**config.mk**
```make
export PLATFORM = sky130hd
export DESIGN_NAME = npic_ctrl
export DESIGN_NICKNAME = d
export VERILOG_FILES = /design/src/core/npic_pkg.sv /design/src/core/npic_ctrl.sv /design/src/core/npic_arbiter.sv
export SDC_FILE = /design/constraint.sdc
export NUM_CORES = 1
export LEC_CHECK = 0
export BUFFER_PORTS_ARGS = -buffer_cell sky130_fd_sc_hd__buf_2
export CAP_MARGIN = 20
export CORE_MARGIN = 10
export CORE_UTILIZATION = 57
export CTS_BUF_LIST = sky130_fd_sc_hd__clkbuf_8
export DETAILED_ROUTE_END_ITERATION = 16
export PLACE_DENSITY = 0.84
export SKIP_LAST_GASP = 1
export SYNTH_ARGS = -nofsm -noshare
export SYNTH_HDL_FRONTEND = slang
export SYNTH_SLANG_ARGS = --single-unit
```
**constraint.sdc**
```tcl
create_clock -name clk_i -period 20 [get_ports clk_i]
set_input_delay 1 -clock clk_i [delete_from_list [all_inputs] [get_ports clk_i]]
set_output_delay 1 -clock clk_i [all_outputs]
set_load 0.01 [all_outputs]
```
**src/core/npic_pkg.sv**
```systemverilog
/*
 * Package of the nested priority interrupt controller: register map, level
 * encodings, instruction codes and the bundles that travel between blocks.
 * Assumes a classic Wishbone slave with 8-bit data in the low byte lane.
 */
package npic_pkg;

  // ***************************************************************
  // Sizes
  // ***************************************************************
  localparam int NPIC_NVEC = 14;
  localparam int NPIC_VW = 4;

  // ***************************************************************
  // Register map, word offsets in bytes
  // ***************************************************************
  localparam logic [7:0] NPIC_OFS_PRIO0 = 8'h00;
  localparam logic [7:0] NPIC_OFS_PRIO1 = 8'h04;
  localparam logic [7:0] NPIC_OFS_PRIO2 = 8'h08;
  localparam logic [7:0] NPIC_OFS_PRIO3 = 8'h0c;
  localparam logic [7:0] NPIC_OFS_FLAG = 8'h10;
  localparam logic [7:0] NPIC_OFS_STAT = 8'h14;
  localparam logic [7:0] NPIC_OFS_HWEN = 8'h18;
  localparam logic [7:0] NPIC_OFS_HWEN_HI = 8'h1c;

  // ***************************************************************
  // Reset values and field layout
  // ***************************************************************
  localparam logic [7:0] NPIC_PRIO_RST = 8'hff;
  localparam logic [3:0] NPIC_PRIO3_RO = 4'hf;
  localparam logic [7:0] NPIC_FLAG_RST = 8'hea;
  localparam int NPIC_LVL_HI_POS = 5;
  localparam int NPIC_LVL_LO_POS = 3;
  // Vectors 1..5 can wake from halt by default
  localparam logic [13:0] NPIC_HWAKE_RST = 14'h003e;

  // Level encodings of the two level bits
  localparam logic [1:0] NPIC_LVL0 = 2'h2;
  localparam logic [1:0] NPIC_LVL1 = 2'h1;
  localparam logic [1:0] NPIC_LVL2 = 2'h0;
  localparam logic [1:0] NPIC_LVL3 = 2'h3;

  // Flag-changing instructions reported by the core
  typedef enum logic [2:0] {
    NPIC_OP_NONE,
    NPIC_OP_UNMASK,
    NPIC_OP_MASK,
    NPIC_OP_HALT,
    NPIC_OP_WAIT,
    NPIC_OP_TRAP,
    NPIC_OP_RESTORE
  } npic_op_t;

  // Core-side instruction report
  typedef struct packed {
    logic instr_done;
    npic_op_t op;
    logic [7:0] pop_flags;
  } npic_core_t;

  // Entry request to the core
  typedef struct packed {
    logic take;
    logic push;
    logic [NPIC_VW-1:0] vec;
    logic is_trap;
    logic is_reset;
  } npic_entry_t;

endpackage : npic_pkg

```
**src/core/npic_ctrl.sv**
```systemverilog
/*
 * Nested priority interrupt controller top: priority registers, flag level
 * bits, request latches, halt/wait wake and entry sequencing.
 * Assumes a core reporting finished instructions and pushes in one step.
 */
// Operation
// - Highest software level, then fixed order wins
// - Unserved requests stay latched until chosen
// - Reset and trap outrank every level
// - Non-maskable taken always, push, level three
// - Non-maskable sources wake from halt
// - Trap instruction raises the trap entry
// - Reset is top priority, runs level three
// - Maskable taken if enabled and level above
// - Edge requests latched, cleared on entry
// - Pins of one group ORed together; here each vector takes a single grp_pins_i bit
// - Peripheral request needs flag and enable
// - Flag clear sequence drops pending latch
// - Any request wakes wait; halt needs capability
// - After halt, first served is wake-capable
// - Level held in flag bits five, three
// - Entry loads level from vector field
// - Four priority registers, reset to ones
// - Level zero writes keep old field
// - Raised level re-enters pending running vector
// - Instructions load or restore level bits
// - Masked and unmasked branch conditions
// - Flag register resets at level three
// - Entry after instruction, push, then fetch
module npic_ctrl
  import npic_pkg::*;
(
  input wire logic clk_i,
  input wire logic rst_i,
  // Wishbone slave
  input wire logic cyc_i,
  input wire logic stb_i,
  input wire logic we_i,
  input wire logic [7:0] adr_i,
  input wire logic [3:0] sel_i,
  input wire logic [31:0] dat_i,
  output logic [31:0] dat_o,
  output logic ack_o,
  // Sources
  input wire logic [NPIC_NVEC-1:0] edge_pins_i,
  input wire logic [NPIC_NVEC-1:0] grp_pins_i,
  input wire logic [NPIC_NVEC-1:0] per_flag_i,
  input wire logic [NPIC_NVEC-1:0] per_en_i,
  input wire logic [NPIC_NVEC-1:0] per_clr_i,
  // Core
  input wire npic_core_t core_i,
  output npic_entry_t entry_o,
  output logic [7:0] flags_o,
  output logic halted_o,
  output logic waiting_o,
  output logic masked_o,
  output logic unmasked_o
);

  // ***************************************************************
  // Pin synchronisers and edge latches
  // ***************************************************************
  logic [NPIC_NVEC-1:0] edge_s1_r, edge_s2_r, edge_d_r;
  logic [NPIC_NVEC-1:0] grp_s1_r, grp_s2_r;
  logic [NPIC_NVEC-1:0] flag_s1_r, flag_s2_r, en_s1_r, en_s2_r;
  logic [NPIC_NVEC-1:0] pend_r, pend_nxt, req_w, clr_w;
  logic [7:0] prio_r [4];
  logic [7:0] flags_r;
  logic [NPIC_NVEC-1:0] hwake_r;
  logic [NPIC_VW-1:0] cur_vec_r;
  logic in_isr_r;
  logic halted_r, waiting_r, after_halt_r, reset_pend_r, trap_pend_r;
  logic ack_r;
  logic [31:0] dat_r;
  npic_entry_t entry_r;
  logic [2*NPIC_NVEC-1:0] prio_flat;
  logic [1:0] lvl_w;
  logic [1:0] lvl_rank;
  logic found_w;
  logic [NPIC_VW-1:0] vec_w;
  logic [1:0] rank_w;
  logic [NPIC_NVEC-1:0] elig_w;

  // Two stages before any logic looks at outside levels, except per_clr_i, which the latches use directly
  always_ff @(posedge clk_i) begin
    edge_s1_r <= edge_pins_i;
    edge_s2_r <= edge_s1_r;
    edge_d_r <= edge_s2_r;
    grp_s1_r <= grp_pins_i;
    grp_s2_r <= grp_s1_r;
    flag_s1_r <= per_flag_i;
    flag_s2_r <= flag_s1_r;
    en_s1_r <= per_en_i;
    en_s2_r <= en_s1_r;
  end

  // ***************************************************************
  // Request latches
  // ***************************************************************
  genvar g;
  generate
    for (g = 0; g < NPIC_NVEC; g++) begin : g_src
      assign req_w[g] = (edge_s2_r[g] & ~edge_d_r[g]) | grp_s2_r[g] |
                        (flag_s2_r[g] & en_s2_r[g]);
      assign clr_w[g] = per_clr_i[g] |
                        (entry_r.take && !entry_r.is_trap && !entry_r.is_reset &&
                         entry_r.vec == NPIC_VW'(g));
      // hold until served; a new edge wins over a clear
      assign pend_nxt[g] = req_w[g] | (pend_r[g] & ~clr_w[g]);
    end
  endgenerate

  always_ff @(posedge clk_i) begin
    if (rst_i) begin
      pend_r <= '0;
    end else begin
      pend_r <= pend_nxt;
    end
  end

  // ***************************************************************
  // Arbitration
  // ***************************************************************
  assign prio_flat = {prio_r[3][3:0], prio_r[2], prio_r[1], prio_r[0]};
  assign lvl_w = {flags_r[NPIC_LVL_HI_POS], flags_r[NPIC_LVL_LO_POS]};
  assign lvl_rank = (lvl_w == NPIC_LVL0) ? 2'h0 : (lvl_w == NPIC_LVL1) ? 2'h1 :
                    (lvl_w == NPIC_LVL2) ? 2'h2 : 2'h3;
  // first after halt only wake-capable
  // Gate on halted_r too, so the pick made at the waking edge is capable
  assign elig_w = (halted_r || after_halt_r) ? (pend_r & hwake_r) : pend_r;

  npic_arbiter u_arb (
    .req_i(elig_w),
    .prio_i(prio_flat),
    .found_o(found_w),
    .vec_o(vec_w),
    .rank_o(rank_w)
  );

  // ***************************************************************
  // Entry sequencing
  // ***************************************************************
  // Maskable entries happen only at an instruction boundary or while sleeping, so
  // the core never sees such a request in the middle of an instruction.
  always_ff @(posedge clk_i) begin
    if (rst_i) begin
      entry_r <= '0;
      reset_pend_r <= 1'b1;
      trap_pend_r <= 1'b0;
      in_isr_r <= 1'b0;
      cur_vec_r <= '0;
      after_halt_r <= 1'b0;
    end else begin
      entry_r <= '0;
      if (core_i.instr_done && core_i.op == NPIC_OP_TRAP) begin
        trap_pend_r <= 1'b1;
      end
      if (core_i.instr_done && core_i.op == NPIC_OP_RESTORE) begin
        in_isr_r <= 1'b0;
      end
      if (reset_pend_r) begin
        entry_r.take <= 1'b1;
        entry_r.is_reset <= 1'b1;
        reset_pend_r <= 1'b0;
      // no push for reset, push for trap
      end else if (trap_pend_r && !entry_r.take) begin
        entry_r.take <= 1'b1;
        entry_r.push <= 1'b1;
        entry_r.is_trap <= 1'b1;
        trap_pend_r <= 1'b0;
      end else if (found_w && rank_w > lvl_rank && !entry_r.take &&
                   (core_i.instr_done || halted_r || waiting_r)) begin
        entry_r.take <= 1'b1;
        entry_r.push <= 1'b1;
        entry_r.vec <= vec_w;
        in_isr_r <= 1'b1;
        cur_vec_r <= vec_w;
        after_halt_r <= 1'b0;
      end else if (halted_r && |(pend_r & hwake_r)) begin
        // Woken but not yet served: keep the first pick wake-capable
        after_halt_r <= 1'b1;
      end
    end
  end

  // ***************************************************************
  // Low power state
  // ***************************************************************
  // wait any, halt capable
  always_ff @(posedge clk_i) begin
    if (rst_i) begin
      halted_r <= 1'b0;
      waiting_r <= 1'b0;
    end else if (trap_pend_r || (halted_r && |(pend_r & hwake_r)) ||
                 (waiting_r && |pend_r)) begin
      halted_r <= 1'b0;
      waiting_r <= 1'b0;
    end else if (core_i.instr_done && core_i.op == NPIC_OP_HALT) begin
      halted_r <= 1'b1;
    end else if (core_i.instr_done && core_i.op == NPIC_OP_WAIT) begin
      waiting_r <= 1'b1;
    end
  end

  // ***************************************************************
  // Flag register level bits
  // ***************************************************************
  // bits five and three
  always_ff @(posedge clk_i) begin
    if (rst_i) begin
      flags_r <= NPIC_FLAG_RST;
    end else if (entry_r.take && (entry_r.is_reset || entry_r.is_trap)) begin
      {flags_r[NPIC_LVL_HI_POS], flags_r[NPIC_LVL_LO_POS]} <= NPIC_LVL3;
    end else if (entry_r.take) begin
      {flags_r[NPIC_LVL_HI_POS], flags_r[NPIC_LVL_LO_POS]} <=
        prio_flat[2*entry_r.vec +: 2];
    end else if (core_i.instr_done) begin
      unique case (core_i.op)
        NPIC_OP_UNMASK, NPIC_OP_HALT, NPIC_OP_WAIT:
          {flags_r[NPIC_LVL_HI_POS], flags_r[NPIC_LVL_LO_POS]} <= NPIC_LVL0;
        NPIC_OP_MASK, NPIC_OP_TRAP:
          {flags_r[NPIC_LVL_HI_POS], flags_r[NPIC_LVL_LO_POS]} <= NPIC_LVL3;
        NPIC_OP_RESTORE: flags_r <= core_i.pop_flags;
        NPIC_OP_NONE: flags_r <= flags_r;
      endcase
    end
  end

  // ***************************************************************
  // Register file and Wishbone slave
  // ***************************************************************
  logic wr_w;
  assign wr_w = cyc_i && stb_i && we_i && !ack_r && sel_i[0];

  generate
    for (g = 0; g < 4; g++) begin : g_prio
      always_ff @(posedge clk_i) begin
        if (rst_i) begin
          prio_r[g] <= NPIC_PRIO_RST;
        end else if (wr_w && adr_i == NPIC_OFS_PRIO0 + 8'(4 * g)) begin
          for (int f = 0; f < 4; f++) begin
            if (dat_i[2*f +: 2] != NPIC_LVL0) begin
              prio_r[g][2*f +: 2] <= dat_i[2*f +: 2];
            end
          end
          if (g == 3) begin
            prio_r[g][7:4] <= NPIC_PRIO3_RO;
          end
        end
      end
    end
  endgenerate

  // Halt wake capability, software-settable
  always_ff @(posedge clk_i) begin
    if (rst_i) begin
      hwake_r <= NPIC_HWAKE_RST;
    end else if (wr_w && adr_i == NPIC_OFS_HWEN) begin
      hwake_r[7:0] <= dat_i[7:0];
    end else if (wr_w && adr_i == NPIC_OFS_HWEN_HI) begin
      hwake_r[NPIC_NVEC-1:8] <= dat_i[NPIC_NVEC-9:0];
    end
  end

  // One-cycle answer; unmapped reads return zero, writes are dropped
  always_ff @(posedge clk_i) begin
    if (rst_i) begin
      ack_r <= 1'b0;
      dat_r <= '0;
    end else begin
      ack_r <= cyc_i && stb_i && !ack_r;
      unique case (adr_i)
        NPIC_OFS_PRIO0: dat_r <= {24'h0, prio_r[0]};
        NPIC_OFS_PRIO1: dat_r <= {24'h0, prio_r[1]};
        NPIC_OFS_PRIO2: dat_r <= {24'h0, prio_r[2]};
        NPIC_OFS_PRIO3: dat_r <= {24'h0, prio_r[3]};
        NPIC_OFS_FLAG: dat_r <= {24'h0, flags_r};
        NPIC_OFS_STAT: dat_r <= {18'h0, pend_r};
        NPIC_OFS_HWEN: dat_r <= {24'h0, hwake_r[7:0]};
        NPIC_OFS_HWEN_HI: dat_r <= {26'h0, hwake_r[NPIC_NVEC-1:8]};
        default: dat_r <= '0;
      endcase
    end
  end

  // ***************************************************************
  // Outputs
  // ***************************************************************
  always_ff @(posedge clk_i) begin
    if (rst_i) begin
      masked_o <= 1'b1;
      unmasked_o <= 1'b0;
    end else begin
      masked_o <= (lvl_w == NPIC_LVL3);
      unmasked_o <= (lvl_w != NPIC_LVL3);
    end
  end

  assign ack_o = ack_r;
  assign dat_o = dat_r;
  assign entry_o = entry_r;
  assign flags_o = flags_r;
  assign halted_o = halted_r;
  assign waiting_o = waiting_r;

  // ***************************************************************
  // Assertions
  // ***************************************************************
  property p_reset_lvl3;
    @(posedge clk_i) disable iff (rst_i)
      entry_r.take && entry_r.is_reset |=>
        flags_r[NPIC_LVL_HI_POS] && flags_r[NPIC_LVL_LO_POS];
  endproperty
  a_reset_lvl3: assert property (p_reset_lvl3) else $error("reset entry not level 3");

  property p_nmi_lvl3;
    @(posedge clk_i) disable iff (rst_i)
      entry_r.take && entry_r.is_trap |=> lvl_w == NPIC_LVL3;
  endproperty
  a_nmi_lvl3: assert property (p_nmi_lvl3) else $error("trap entry not level 3");

  property p_trap_raise;
    @(posedge clk_i) disable iff (rst_i)
      core_i.instr_done && core_i.op == NPIC_OP_TRAP && !reset_pend_r
        |=> ##[0:2] entry_r.take && entry_r.is_trap;
  endproperty
  a_trap_raise: assert property (p_trap_raise) else $error("trap not entered");

  property p_above_lvl;
    @(posedge clk_i) disable iff (rst_i)
      $rose(entry_r.take) && entry_r.push && !entry_r.is_trap
        |-> $past(rank_w) > $past(lvl_rank);
  endproperty
  a_above_lvl: assert property (p_above_lvl) else $error("entry not above level");

  property p_load_field;
    @(posedge clk_i) disable iff (rst_i)
      entry_r.take && !entry_r.is_trap && !entry_r.is_reset
        |=> lvl_w == $past(prio_flat[2*entry_r.vec +: 2]);
  endproperty
  a_load_field: assert property (p_load_field) else $error("level not from field");

  property p_lvl0_keep;
    @(posedge clk_i) disable iff (rst_i)
      wr_w && adr_i == NPIC_OFS_PRIO0 && dat_i[5:4] == NPIC_LVL0
        |=> prio_r[0][5:4] == $past(prio_r[0][5:4]);
  endproperty
  a_lvl0_keep: assert property (p_lvl0_keep) else $error("level 0 written");

  property p_ro_nibble;
    @(posedge clk_i) disable iff (rst_i) prio_r[3][7:4] == NPIC_PRIO3_RO;
  endproperty
  a_ro_nibble: assert property (p_ro_nibble) else $error("read-only nibble changed");

  property p_halt_wake;
    @(posedge clk_i) disable iff (rst_i)
      halted_r && |(pend_r & hwake_r) |=> !halted_r;
  endproperty
  a_halt_wake: assert property (p_halt_wake) else $error("halt not woken");

  property p_unmask;
    @(posedge clk_i) disable iff (rst_i)
      core_i.instr_done && core_i.op == NPIC_OP_UNMASK && !entry_r.take
        |=> lvl_w == NPIC_LVL0;
  endproperty
  a_unmask: assert property (p_unmask) else $error("unmask did not lower level");

  c_trap: cover property (@(posedge clk_i) entry_r.take && entry_r.is_trap);
  c_entry: cover property (@(posedge clk_i) entry_r.take && entry_r.push && !entry_r.is_trap);
  c_halt: cover property (@(posedge clk_i) $fell(halted_r));

endmodule : npic_ctrl

```
**src/core/npic_arbiter.sv**
```systemverilog
/*
 * Combinational two-step arbiter: software level first, then fixed order.
 * Assumes requests already gated by enables; the caller compares rank with level; higher index wins ties.
 */
module npic_arbiter
  import npic_pkg::*;
(
  input wire logic [NPIC_NVEC-1:0] req_i,
  input wire logic [2*NPIC_NVEC-1:0] prio_i,
  output logic found_o,
  output logic [NPIC_VW-1:0] vec_o,
  output logic [1:0] rank_o
);

  // Map the level encoding onto a plain ordered rank
  function automatic logic [1:0] npic_rank(input logic [1:0] enc);
    unique case (enc)
      NPIC_LVL0: npic_rank = 2'h0;
      NPIC_LVL1: npic_rank = 2'h1;
      NPIC_LVL2: npic_rank = 2'h2;
      default: npic_rank = 2'h3;
    endcase
  endfunction : npic_rank

  always_comb begin
    found_o = 1'b0;
    vec_o = '0;
    rank_o = '0;
    for (int i = 0; i < NPIC_NVEC; i++) begin
      if (req_i[i] && (!found_o || npic_rank(prio_i[2*i +: 2]) > rank_o ||
          (npic_rank(prio_i[2*i +: 2]) == rank_o && i > int'(vec_o)))) begin
        found_o = 1'b1;
        vec_o = NPIC_VW'(i);
        rank_o = npic_rank(prio_i[2*i +: 2]);
      end
    end
  end

endmodule : npic_arbiter

```
==> impl_metrics.tcl, run 1 <==
set metrics [dict create \
    io_buffer_count 138 \
    synth_cells 877 \
    power.net_switching_w 0.000281 \
    drv_cap 0 \
    internal_power_w 0.000795 \
    path_max_fanout 9 \
    clock-sinks 224 \
    end_kind "flip-flop" \
    ys_types 79 \
    yosysSeqAreaShare_pct 51.8 \
    grt_pass1_vias 7369 \
    tightestPinTransition_ps 889 \
    cp_data_arrival_time_ps 18870 \
    via_count 7362 \
    grt_pass1_wl_um 38300 \
    synth_top_area_cell "dfxtp_1" \
    largest_reg_flops 32 \
    worst_path_most_repeated_cell "ha_1" \
    finalPower_w 0.00108 \
    cts.path.max_buffers 3 \
    regArea_um2 4810 \
    die_h_um 148 \
    critical_path_buf_inv_count 5 \
    power_density_nw_per_um2 98.9 \
    clock_latency_ps 520 \
    min_path_type "reg -> reg" \
    r2r_cells 93 \
    skew_ps 14.2 \
    swShare_pct 26.1 \
    slew_viol_final 0 \
    ys_ff_latch 224 \
    area_delta_synth_final_pct 17.4 \
    grt_max_degree 83 \
    cp_slowest_stage_delay_ps 510 \
    synthArstFlopShare_pct 0 \
    cp-start-kind "flip-flop" \
    p_leak_nw 4.66 \
    r2r-start "prio_r[0][0]" \
    dr.pass1.iters 6 \
    io_pins 184 \
    dpl.cell_count 1209 \
    clockRootBuffer "clkbuf_8" \
    avgRoutedWirePerCell_um 19.3 \
    drtIter0Drc 654 \
    cp.required_ps 20440 \
    clkTransAtPathRegs_ps 60 \
    cts-htree-levels 2 \
    place_hpwl_um 18400 \
    gp_congestion 0.980 \
    fill_cells 1202 \
    drive_gt1_share_pct 23.0 \
    reg2reg_to "entry_o[3]" \
    hold_start "edge_s1_r[0]" \
    ir_drop_v 0.0000678 \
    postSynthAreaPerCell_um2 10.6 \
    die-area_um2 21800 \
    syn-cell-area_um2 9280 \
    vias_per_cell 5.80 \
    rrSetupSlack_ps 1570 \
    layout.nets 1220 \
    synth_edf_count 32 \
    tritoncts "yes" \
    regMostFlops "prio_r" \
    path_class "reg -> reg" \
    antenna_found_initial 1 \
    fp-row-count 46 \
    min_period_ps 18430 \
    synth_area_leaders "dfxtp_1 (41%), edfxtp_1 (10%), ha_1 (8.0%)" \
    multi_input_area_um2 4120 \
    slew_headroom_pct 40.7 \
    grt-ovfl-total 0 \
    synth_most_common_cell "dfxtp_1" \
    p_seq_share_pct 46.1 \
    final_cells 1270 \
    core-area_um2 15900 \
    drc 0 \
    setup_viol 0 \
    start_util_pct 58.2 \
    track_usage_pct 22.0 \
    synth_common_cells "dfxtp_1 (192), nor2_1 (66), ha_1 (59)" \
    status "completed" \
    cts-buffers-inserted 35 \
    hold_viol 0 \
    synth_top_area_share_pct 41.4 \
    cp_slowest_cell "edfxtp_1" \
    die_w_um 148 \
    combPwrFrac_pct 15.1 \
    fmax_ghz 0.0543 \
    synth_warnings 0 \
    rsz0062_at_grt "no" \
    p_clk_share_pct 38.8 \
    fin_crit_sh_pct 92.2 \
    holdPathEnd "edge_s2_r[0]" \
    synth_flop_cell "dfxtp_1" \
    holdPathStages 0 \
    routed_wl_um 24500 \
    critPathTopFamily "compound AO/OA/AOI/OAI gates" \
    ant_nets 0 \
    setup_tns_ps 0 \
]
[area by class of cell]
type | instances | share of cell area (%)
multi-input combinational | 573 | 37.8
sequential | 224 | 44.1
timing repair buffer | 139 | 6.41
clock inverter | 14 | 1.38
inverter | 57 | 1.96
clock buffer | 46 | 5.81
tap | 216 | 2.48
antenna | 1 | 0.0230
[per-stage QoR]
stage                     setup slack [ps]  cell area, um2  util (%)  hold WS, ps
after floorplan                       3420            9350         -          310
after global placement                1360           10100      63.2          310
after detailed placement              1110           10100      63.2          312
after CTS                             1050           10900      68.1          325
after global routing                  92.1           10900      68.3          327
final                                 1570           10900      68.3          323
[kinds of logic after synthesis]
family | share of synthesized area [%]
AO/OA/AOI/OAI | 18.0
adder cells (fa/ha/maj) | 7.96
buffers and inverters | 4.88
flip-flops | 51.8
multiplexers | 3.52
other | 0.0810
AND/OR/NAND/NOR | 13.7
[worst max-delay path by stage]
stage | from | end | slack [ps] | cells past startpoint
after global placement | prio_r[0][0] | entry_o[3] | 1360 | 94
after global routing | prio_r[0][0] | entry_o[3] | 90 | 94
after floorplan | halted_o | entry_o[3] | 3420 | 96
after CTS | halted_o | entry_o[3] | 1050 | 93
final | prio_r[0][0] | entry_o[3] | 1570 | 93
after detailed placement | prio_r[0][0] | entry_o[3] | 1110 | 94
[what timing repair did]
action	4_1_cts	5_1_grt
hold buffers	0	0
buffers inserted	0	0
resized for setup	0	5
endpoints found under the setup margin	0	4
endpoints found under the hold margin	0	0
[power groups by stage]
| stage | registers [W] | clock network (W) | logic [W] |
|---|---|---|---|
| after floorplan | 0.000496 | 0 | 0.000123 |
| final | 0.000496 | 0.000418 | 0.000162 |
| after detailed placement | 0.000505 | 0 | 0.000158 |
| after global placement | 0.000504 | 0 | 0.000154 |
| after CTS | 0.000496 | 0.000423 | 0.000160 |
| after global routing | 0.000498 | 0.000442 | 0.000184 |
[placed cells by master (no fill, tap or decap), types with 4 or more instances in the layout]
cell,instances
a22o_1,8
a21o_1,6
buf_2,138
inv_1,59
a21oi_1,31
a21oi_2,4
a31oi_1,11
o21bai_1,19
mux2i_1,18
nand3_1,6
o21a_1,7
a211o_1,9
a211oi_1,4
nor2_1,66
edfxtp_1,32
clkbuf_8,46
o21ai_0,38
and2_1,10
nand4_1,5
nand2_1,47
a22oi_1,22
conb_1,22
or3_1,19
clkinv_2,5
ha_1,59
o311ai_0,4
nor3_1,13
dfxtp_1,191
nor2b_1,24
or2_2,6
nor3_2,4
mux4_2,6
nor4_1,4
a221oi_1,21
nand2b_1,20
[per-layer routing]
metal / global-route usage, % / up-vias / wire length [um]
met5: 0 / - / 0
met4: 10.4 / 0 / 1070
met3: 5.95 / 89 / 2510
met2: 36.1 / 440 / 11300
met1: 26.2 / 3391 / 9690
li1: - / 3442 / -
Power figures use the tool's default switching activity.
==> run 2: changes to the inputs <==
--- a/config.mk
+++ b/config.mk
@@ -9,2 +9,3 @@
 export CAP_MARGIN = 20
+export CORE_ASPECT_RATIO = 1.2
 export CORE_MARGIN = 10
--- a/constraint.sdc
+++ b/constraint.sdc
@@ -3,2 +3,2 @@
 set_output_delay 1 -clock clk_i [all_outputs]
-set_load 0.01 [all_outputs]
+set_load 0.05 [all_outputs]
==> impl_metrics.tcl, run 2 (synthesis gave the netlist of run 1 again) <==
set metrics [dict create \
    status "completed" \
    grt-busiest-layer "met2" \
    regMostFlops "prio_r" \
    die-area_um2 21800 \
    setup_tns_ps 0 \
    hold_start "edge_s1_r[7]" \
    clock_latency_ps 530 \
    min_path_type "reg -> reg" \
    fmax_ghz 0.0544 \
    cts-buffers-inserted 35 \
    rrSetupSlack_ps 1630 \
    hold_viol 0 \
    holdPathStages 0 \
    hold_slack_ps 320 \
    grtUsageMet2_pct 38.9 \
    multi_input_area_um2 4140 \
    area_delta_synth_final_pct 17.2 \
    worst_path_most_repeated_cell "ha_1" \
    end_kind "flip-flop" \
    clkTransAtPathRegs_ps 70 \
    post-route-util_pct 67.6 \
    via_count 7380 \
    reg2reg_to "entry_o[5]" \
    die_h_um 160 \
    place_ws_ps 1020 \
    fp-row-count 51 \
    track_usage_pct 22.7 \
    drc 0 \
    antenna_found_initial 2 \
    vias_per_cell 5.81 \
    avgRoutedWirePerCell_um 19.8 \
    die_w_um 136 \
    holdPathEnd "edge_s2_r[7]" \
    dr.pass1.iters 6 \
    fin_ws_ps 1630 \
    min_period_ps 18370 \
    grt_max_degree 83 \
    r2r_cells 93 \
    skew_ps 23.1 \
    r2r-start "prio_r[0][0]" \
    clockRootBuffer "clkbuf_8" \
    grt-ovfl-total 0 \
    cp-start-kind "flip-flop" \
    path_max_fanout 9 \
    cp.required_ps 20430 \
    drtIter0Drc 631 \
    layout.nets 1221 \
    met1_usage_pct 24.8 \
    power_density_nw_per_um2 98.6 \
    mostFrequentLayoutCell "dfxtp_1" \
    rsz0062_at_grt "no" \
    slew_headroom_pct 42.3 \
    fill_cells 1209 \
    start_util_pct 57.7 \
    tritoncts "yes" \
    p_leak_nw 4.67 \
    setup_viol 0 \
    grt_util_met3_pct 5.78 \
    path_class "reg -> reg" \
    tightestPinTransition_ps 857 \
    final_cell_mix "dfxtp_1 (191), buf_2 (138), nor2_1 (66)" \
    drive_gt1_share_pct 23.2 \
    ir_drop_v 0.0000946 \
    place_hpwl_um 18800 \
    ant_nets 0 \
    io_buffer_count 138 \
    gp_congestion 0.961 \
    core-area_um2 16100 \
    slew_viol_final 0 \
    fin_crit_sh_pct 91.9 \
    routed_wl_um 25100 \
    grt_pass1_wl_um 39200 \
    regArea_um2 4810 \
    cts.path.max_buffers 3 \
    cts-htree-levels 2 \
    clock-sinks 224 \
    cp_slowest_cell "edfxtp_1" \
    io_pins 184 \
    cp_slowest_stage_delay_ps 480 \
    largest_reg_flops 32 \
    cp_data_arrival_time_ps 18810 \
    grt_pass1_vias 7562 \
    drv_cap 0 \
]
[run 2: critical path, delay by kind of cell, from the launching register on]
family,cells,cell delay (ps)
compound gates,43,8330
simple gates,27,4740
fa+ha+maj,15,3970
buf+inv,7,530
flops,1,480
mux,1,230
[run 2: power breakdown]
part | switching [W] | internal (W) | total (W)
logic | 0.000112 | 0.0000747 | 0.000187
registers | 0.0000186 | 0.000477 | 0.000496
clock network | 0.000172 | 0.000218 | 0.000390
total | 0.000303 | 0.000770 | 0.00107
[run 2: layer usage]
| metal | part of all wire, % | wire, um |
|---|---|---|
| met1 | 36 | 9040 |
| met2 | 50 | 12500 |
| met3 | 8.7 | 2190 |
| met4 | 5.5 | 1380 |
| met5 | 0 | 0 |
[run 2: how the worst max path moves through the flow]
stage | endpoint | start | cells past startpoint
2_1_floorplan | entry_o[3] | halted_o | 95
3_3_place_gp | entry_o[3] | prio_r[0][0] | 94
3_5_place_dp | entry_o[3] | prio_r[0][0] | 94
4_1_cts | entry_o[3] | prio_r[0][0] | 94
5_1_grt | entry_o[5] | prio_r[0][0] | 93
6_report | entry_o[5] | prio_r[0][0] | 93
[run 2: final cells by class]
cell class / count / area share (%)
multi-input combinational: 573 / 38.1
antenna: 2 / 0.0460
inverter: 57 / 1.97
clock inverter: 17 / 1.10
sequential: 224 / 44.2
timing repair buffer: 140 / 6.49
tap: 212 / 2.44
clock buffer: 45 / 5.70
[run 2: stage by stage]
step	power [W]	std cells	area, um2
final	0.00107	1270	10900
after global routing	0.00112	1270	10900
after CTS	0.00107	1267	10800
after detailed placement	0.000683	1205	10100
after global placement	0.000676	1205	10100
after floorplan	0.000635	897	9350
[run 2: timing repair]
item / CTS / global route
endpoints found under the setup margin: 0 / 7
hold buffers: 0 / 0
resized for setup: 0 / 9
buffers inserted: 0 / 1
==> run 3: changes to the inputs <==
Settings changed: CORE_MARGIN 10 to default.
==> impl_metrics.tcl, run 3 (synthesis gave the netlist of run 1 again) <==
set metrics [dict create \
    path_class "reg -> reg" \
    hold_start "en_s1_r[0]" \
    setup_viol 0 \
    startpoint "prio_r[0][1]" \
    io_pins 184 \
    slew_viol_final 0 \
    fin_area_um2 10800 \
    vias_per_cell 5.88 \
    worst_path_most_repeated_cell "ha_1" \
    postPlaceCellArea_um2 10100 \
    post-cts-setup-buffers 0 \
    via_count 7397 \
    mostFrequentLayoutCell "dfxtp_1" \
    p_leak_nw 4.66 \
    tightestPinTransition_ps 811 \
    setup_tns_ps 0 \
    cp.required_ps 20500 \
    clkTransAtPathRegs_ps 70 \
    cp_slowest_stage_delay_ps 510 \
    hold_viol 0 \
    fmax_ghz 0.0537 \
    grt_pass1_wl_um 36600 \
    grt_max_degree 83 \
    avgRoutedWirePerCell_um 18.7 \
    clockRootBuffer "clkbuf_8" \
    cts-htree-levels 1 \
    p_seq_share_pct 46.1 \
    clock-sinks 224 \
    power_density_nw_per_um2 99.4 \
    fp-row-count 50 \
    ir_drop_v 0.0000852 \
    drv_cap 0 \
    io_buffer_count 138 \
    drive_gt1_share_pct 22.2 \
    grt-ovfl-total 0 \
    fin_crit_sh_pct 93.2 \
    min_period_ps 18630 \
    die_w_um 118 \
    ant_nets 0 \
    cp-start-kind "flip-flop" \
    cts.path.max_buffers 3 \
    final_cell_mix "dfxtp_1 (192), buf_2 (138), nor2_1 (66)" \
    grt_pass1_vias 7255 \
    critPathCapture "entry_o[3]" \
    min_path_type "reg -> reg" \
    critPathTopFamily "compound AO/OA/AOI/OAI gates" \
    status "completed" \
    rrSetupSlack_ps 1370 \
    internal_power_w 0.000784 \
    regMostFlops "prio_r" \
    place_hpwl_um 17600 \
    power.net_switching_w 0.000293 \
    gp_congestion 0.981 \
    fin_ws_ps 1370 \
    fill_cells 1185 \
    reg2reg_to "entry_o[3]" \
    routed_wl_um 23600 \
    slew_headroom_pct 45.4 \
    antenna_found_initial 0 \
    multi_input_area_um2 4120 \
    r2r_cells 93 \
    cp_slowest_cell "edfxtp_1" \
    swShare_pct 27.2 \
    path_max_fanout 9 \
    track_usage_pct 28.1 \
    core-area_um2 15800 \
    cp.depth 93 \
    tritoncts "yes" \
    place_ws_ps 833 \
    die_h_um 142 \
    cts-buffers-inserted 31 \
    clock_latency_ps 570 \
    cp_data_arrival_time_ps 19130 \
    end_kind "flip-flop" \
    combPwrFrac_pct 16.9 \
    layout.nets 1216 \
    area_delta_synth_final_pct 16.8 \
    start_util_pct 58.8 \
    r2r-start "prio_r[0][1]" \
    regArea_um2 4800 \
    critical_path_buf_inv_count 6 \
    p_clk_share_pct 37.0 \
    die-area_um2 16800 \
    largest_reg_flops 32 \
    skew_ps 12.9 \
    dr.pass1.iters 7 \
    drc 0 \
    hold_slack_ps 324 \
    rsz0062_at_grt "no" \
    drtIter0Drc 646 \
]
==> run 3: changes by cell type in the layout (fill, tap and decap cells not counted), sizes merged <==
| cell | previous run | this run |
|---|---|---|
| clkinv | 8 | 5 |
| bufinv | 1 | 5 |
| clkinvlp | 1 | 0 |
| diode | 2 | 1 |
| buf | 140 | 139 |
| inv | 64 | 67 |
| clkbuf | 45 | 37 |
==> run 3: how the worst min path moves through the flow <==
stage	end	slack, ps	cells past startpoint
final	en_s2_r[0]	320	0
after global placement	edge_s2_r[2]	310	0
after detailed placement	edge_s2_r[7]	310	0
after CTS	en_s2_r[0]	330	0
after global routing	en_s2_r[0]	330	0
after floorplan	edge_s2_r[0]	310	0
==> run 3: cell type report <==
type / count / share of cell area, %
Antenna cell: 1 / 0.0231
Clock buffer: 37 / 4.70
Clock inverter: 20 / 2.03
Inverter: 57 / 1.98
Multi-Input combinational cell: 573 / 38.1
Sequential cell: 224 / 44.4
Tap cell: 208 / 2.40
Timing Repair Buffer: 139 / 6.45
==> run 3: what timing repair did <==
item | 4_1_cts | 5_1_grt
hold endpoints to repair | 0 | 0
endpoints found under the setup margin | 0 | 4
hold buffers | 0 | 0
gates resized for setup | 0 | 5
==> run 3: per-layer routing <==
layer  routed length [um]  share of wire, %  track usage (%)  vias up
li1                     -                 -                -     3447
met5                    0                 0                0        -
met1                 8670                37             32.1     3480
met3                 2010               8.5             3.74       86
met4                 1080               4.6             14.6        0
met2                11800                50             51.1      384
==> run 3: power by group through the flow <==
| stage | Clock, W | Sequential, W | Combinational (W) |
|---|---|---|---|
| after floorplan | 0 | 0.000507 | 0.000129 |
| after global placement | 0 | 0.000504 | 0.000171 |
| after detailed placement | 0 | 0.000505 | 0.000177 |
| after CTS | 0.000406 | 0.000495 | 0.000179 |
| after global routing | 0.000425 | 0.000497 | 0.000201 |
| final | 0.000399 | 0.000496 | 0.000182 |
==> run 3: through the flow <==
step | utilization (%) | cells | total power [W]
floorplan | - | 897 | 0.000635
global placement | 63.9 | 1201 | 0.000675
detailed placement | 63.9 | 1201 | 0.000682
CTS | 68.5 | 1258 | 0.00108
global route | 68.7 | 1258 | 0.00112
finish | 68.7 | 1259 | 0.00108
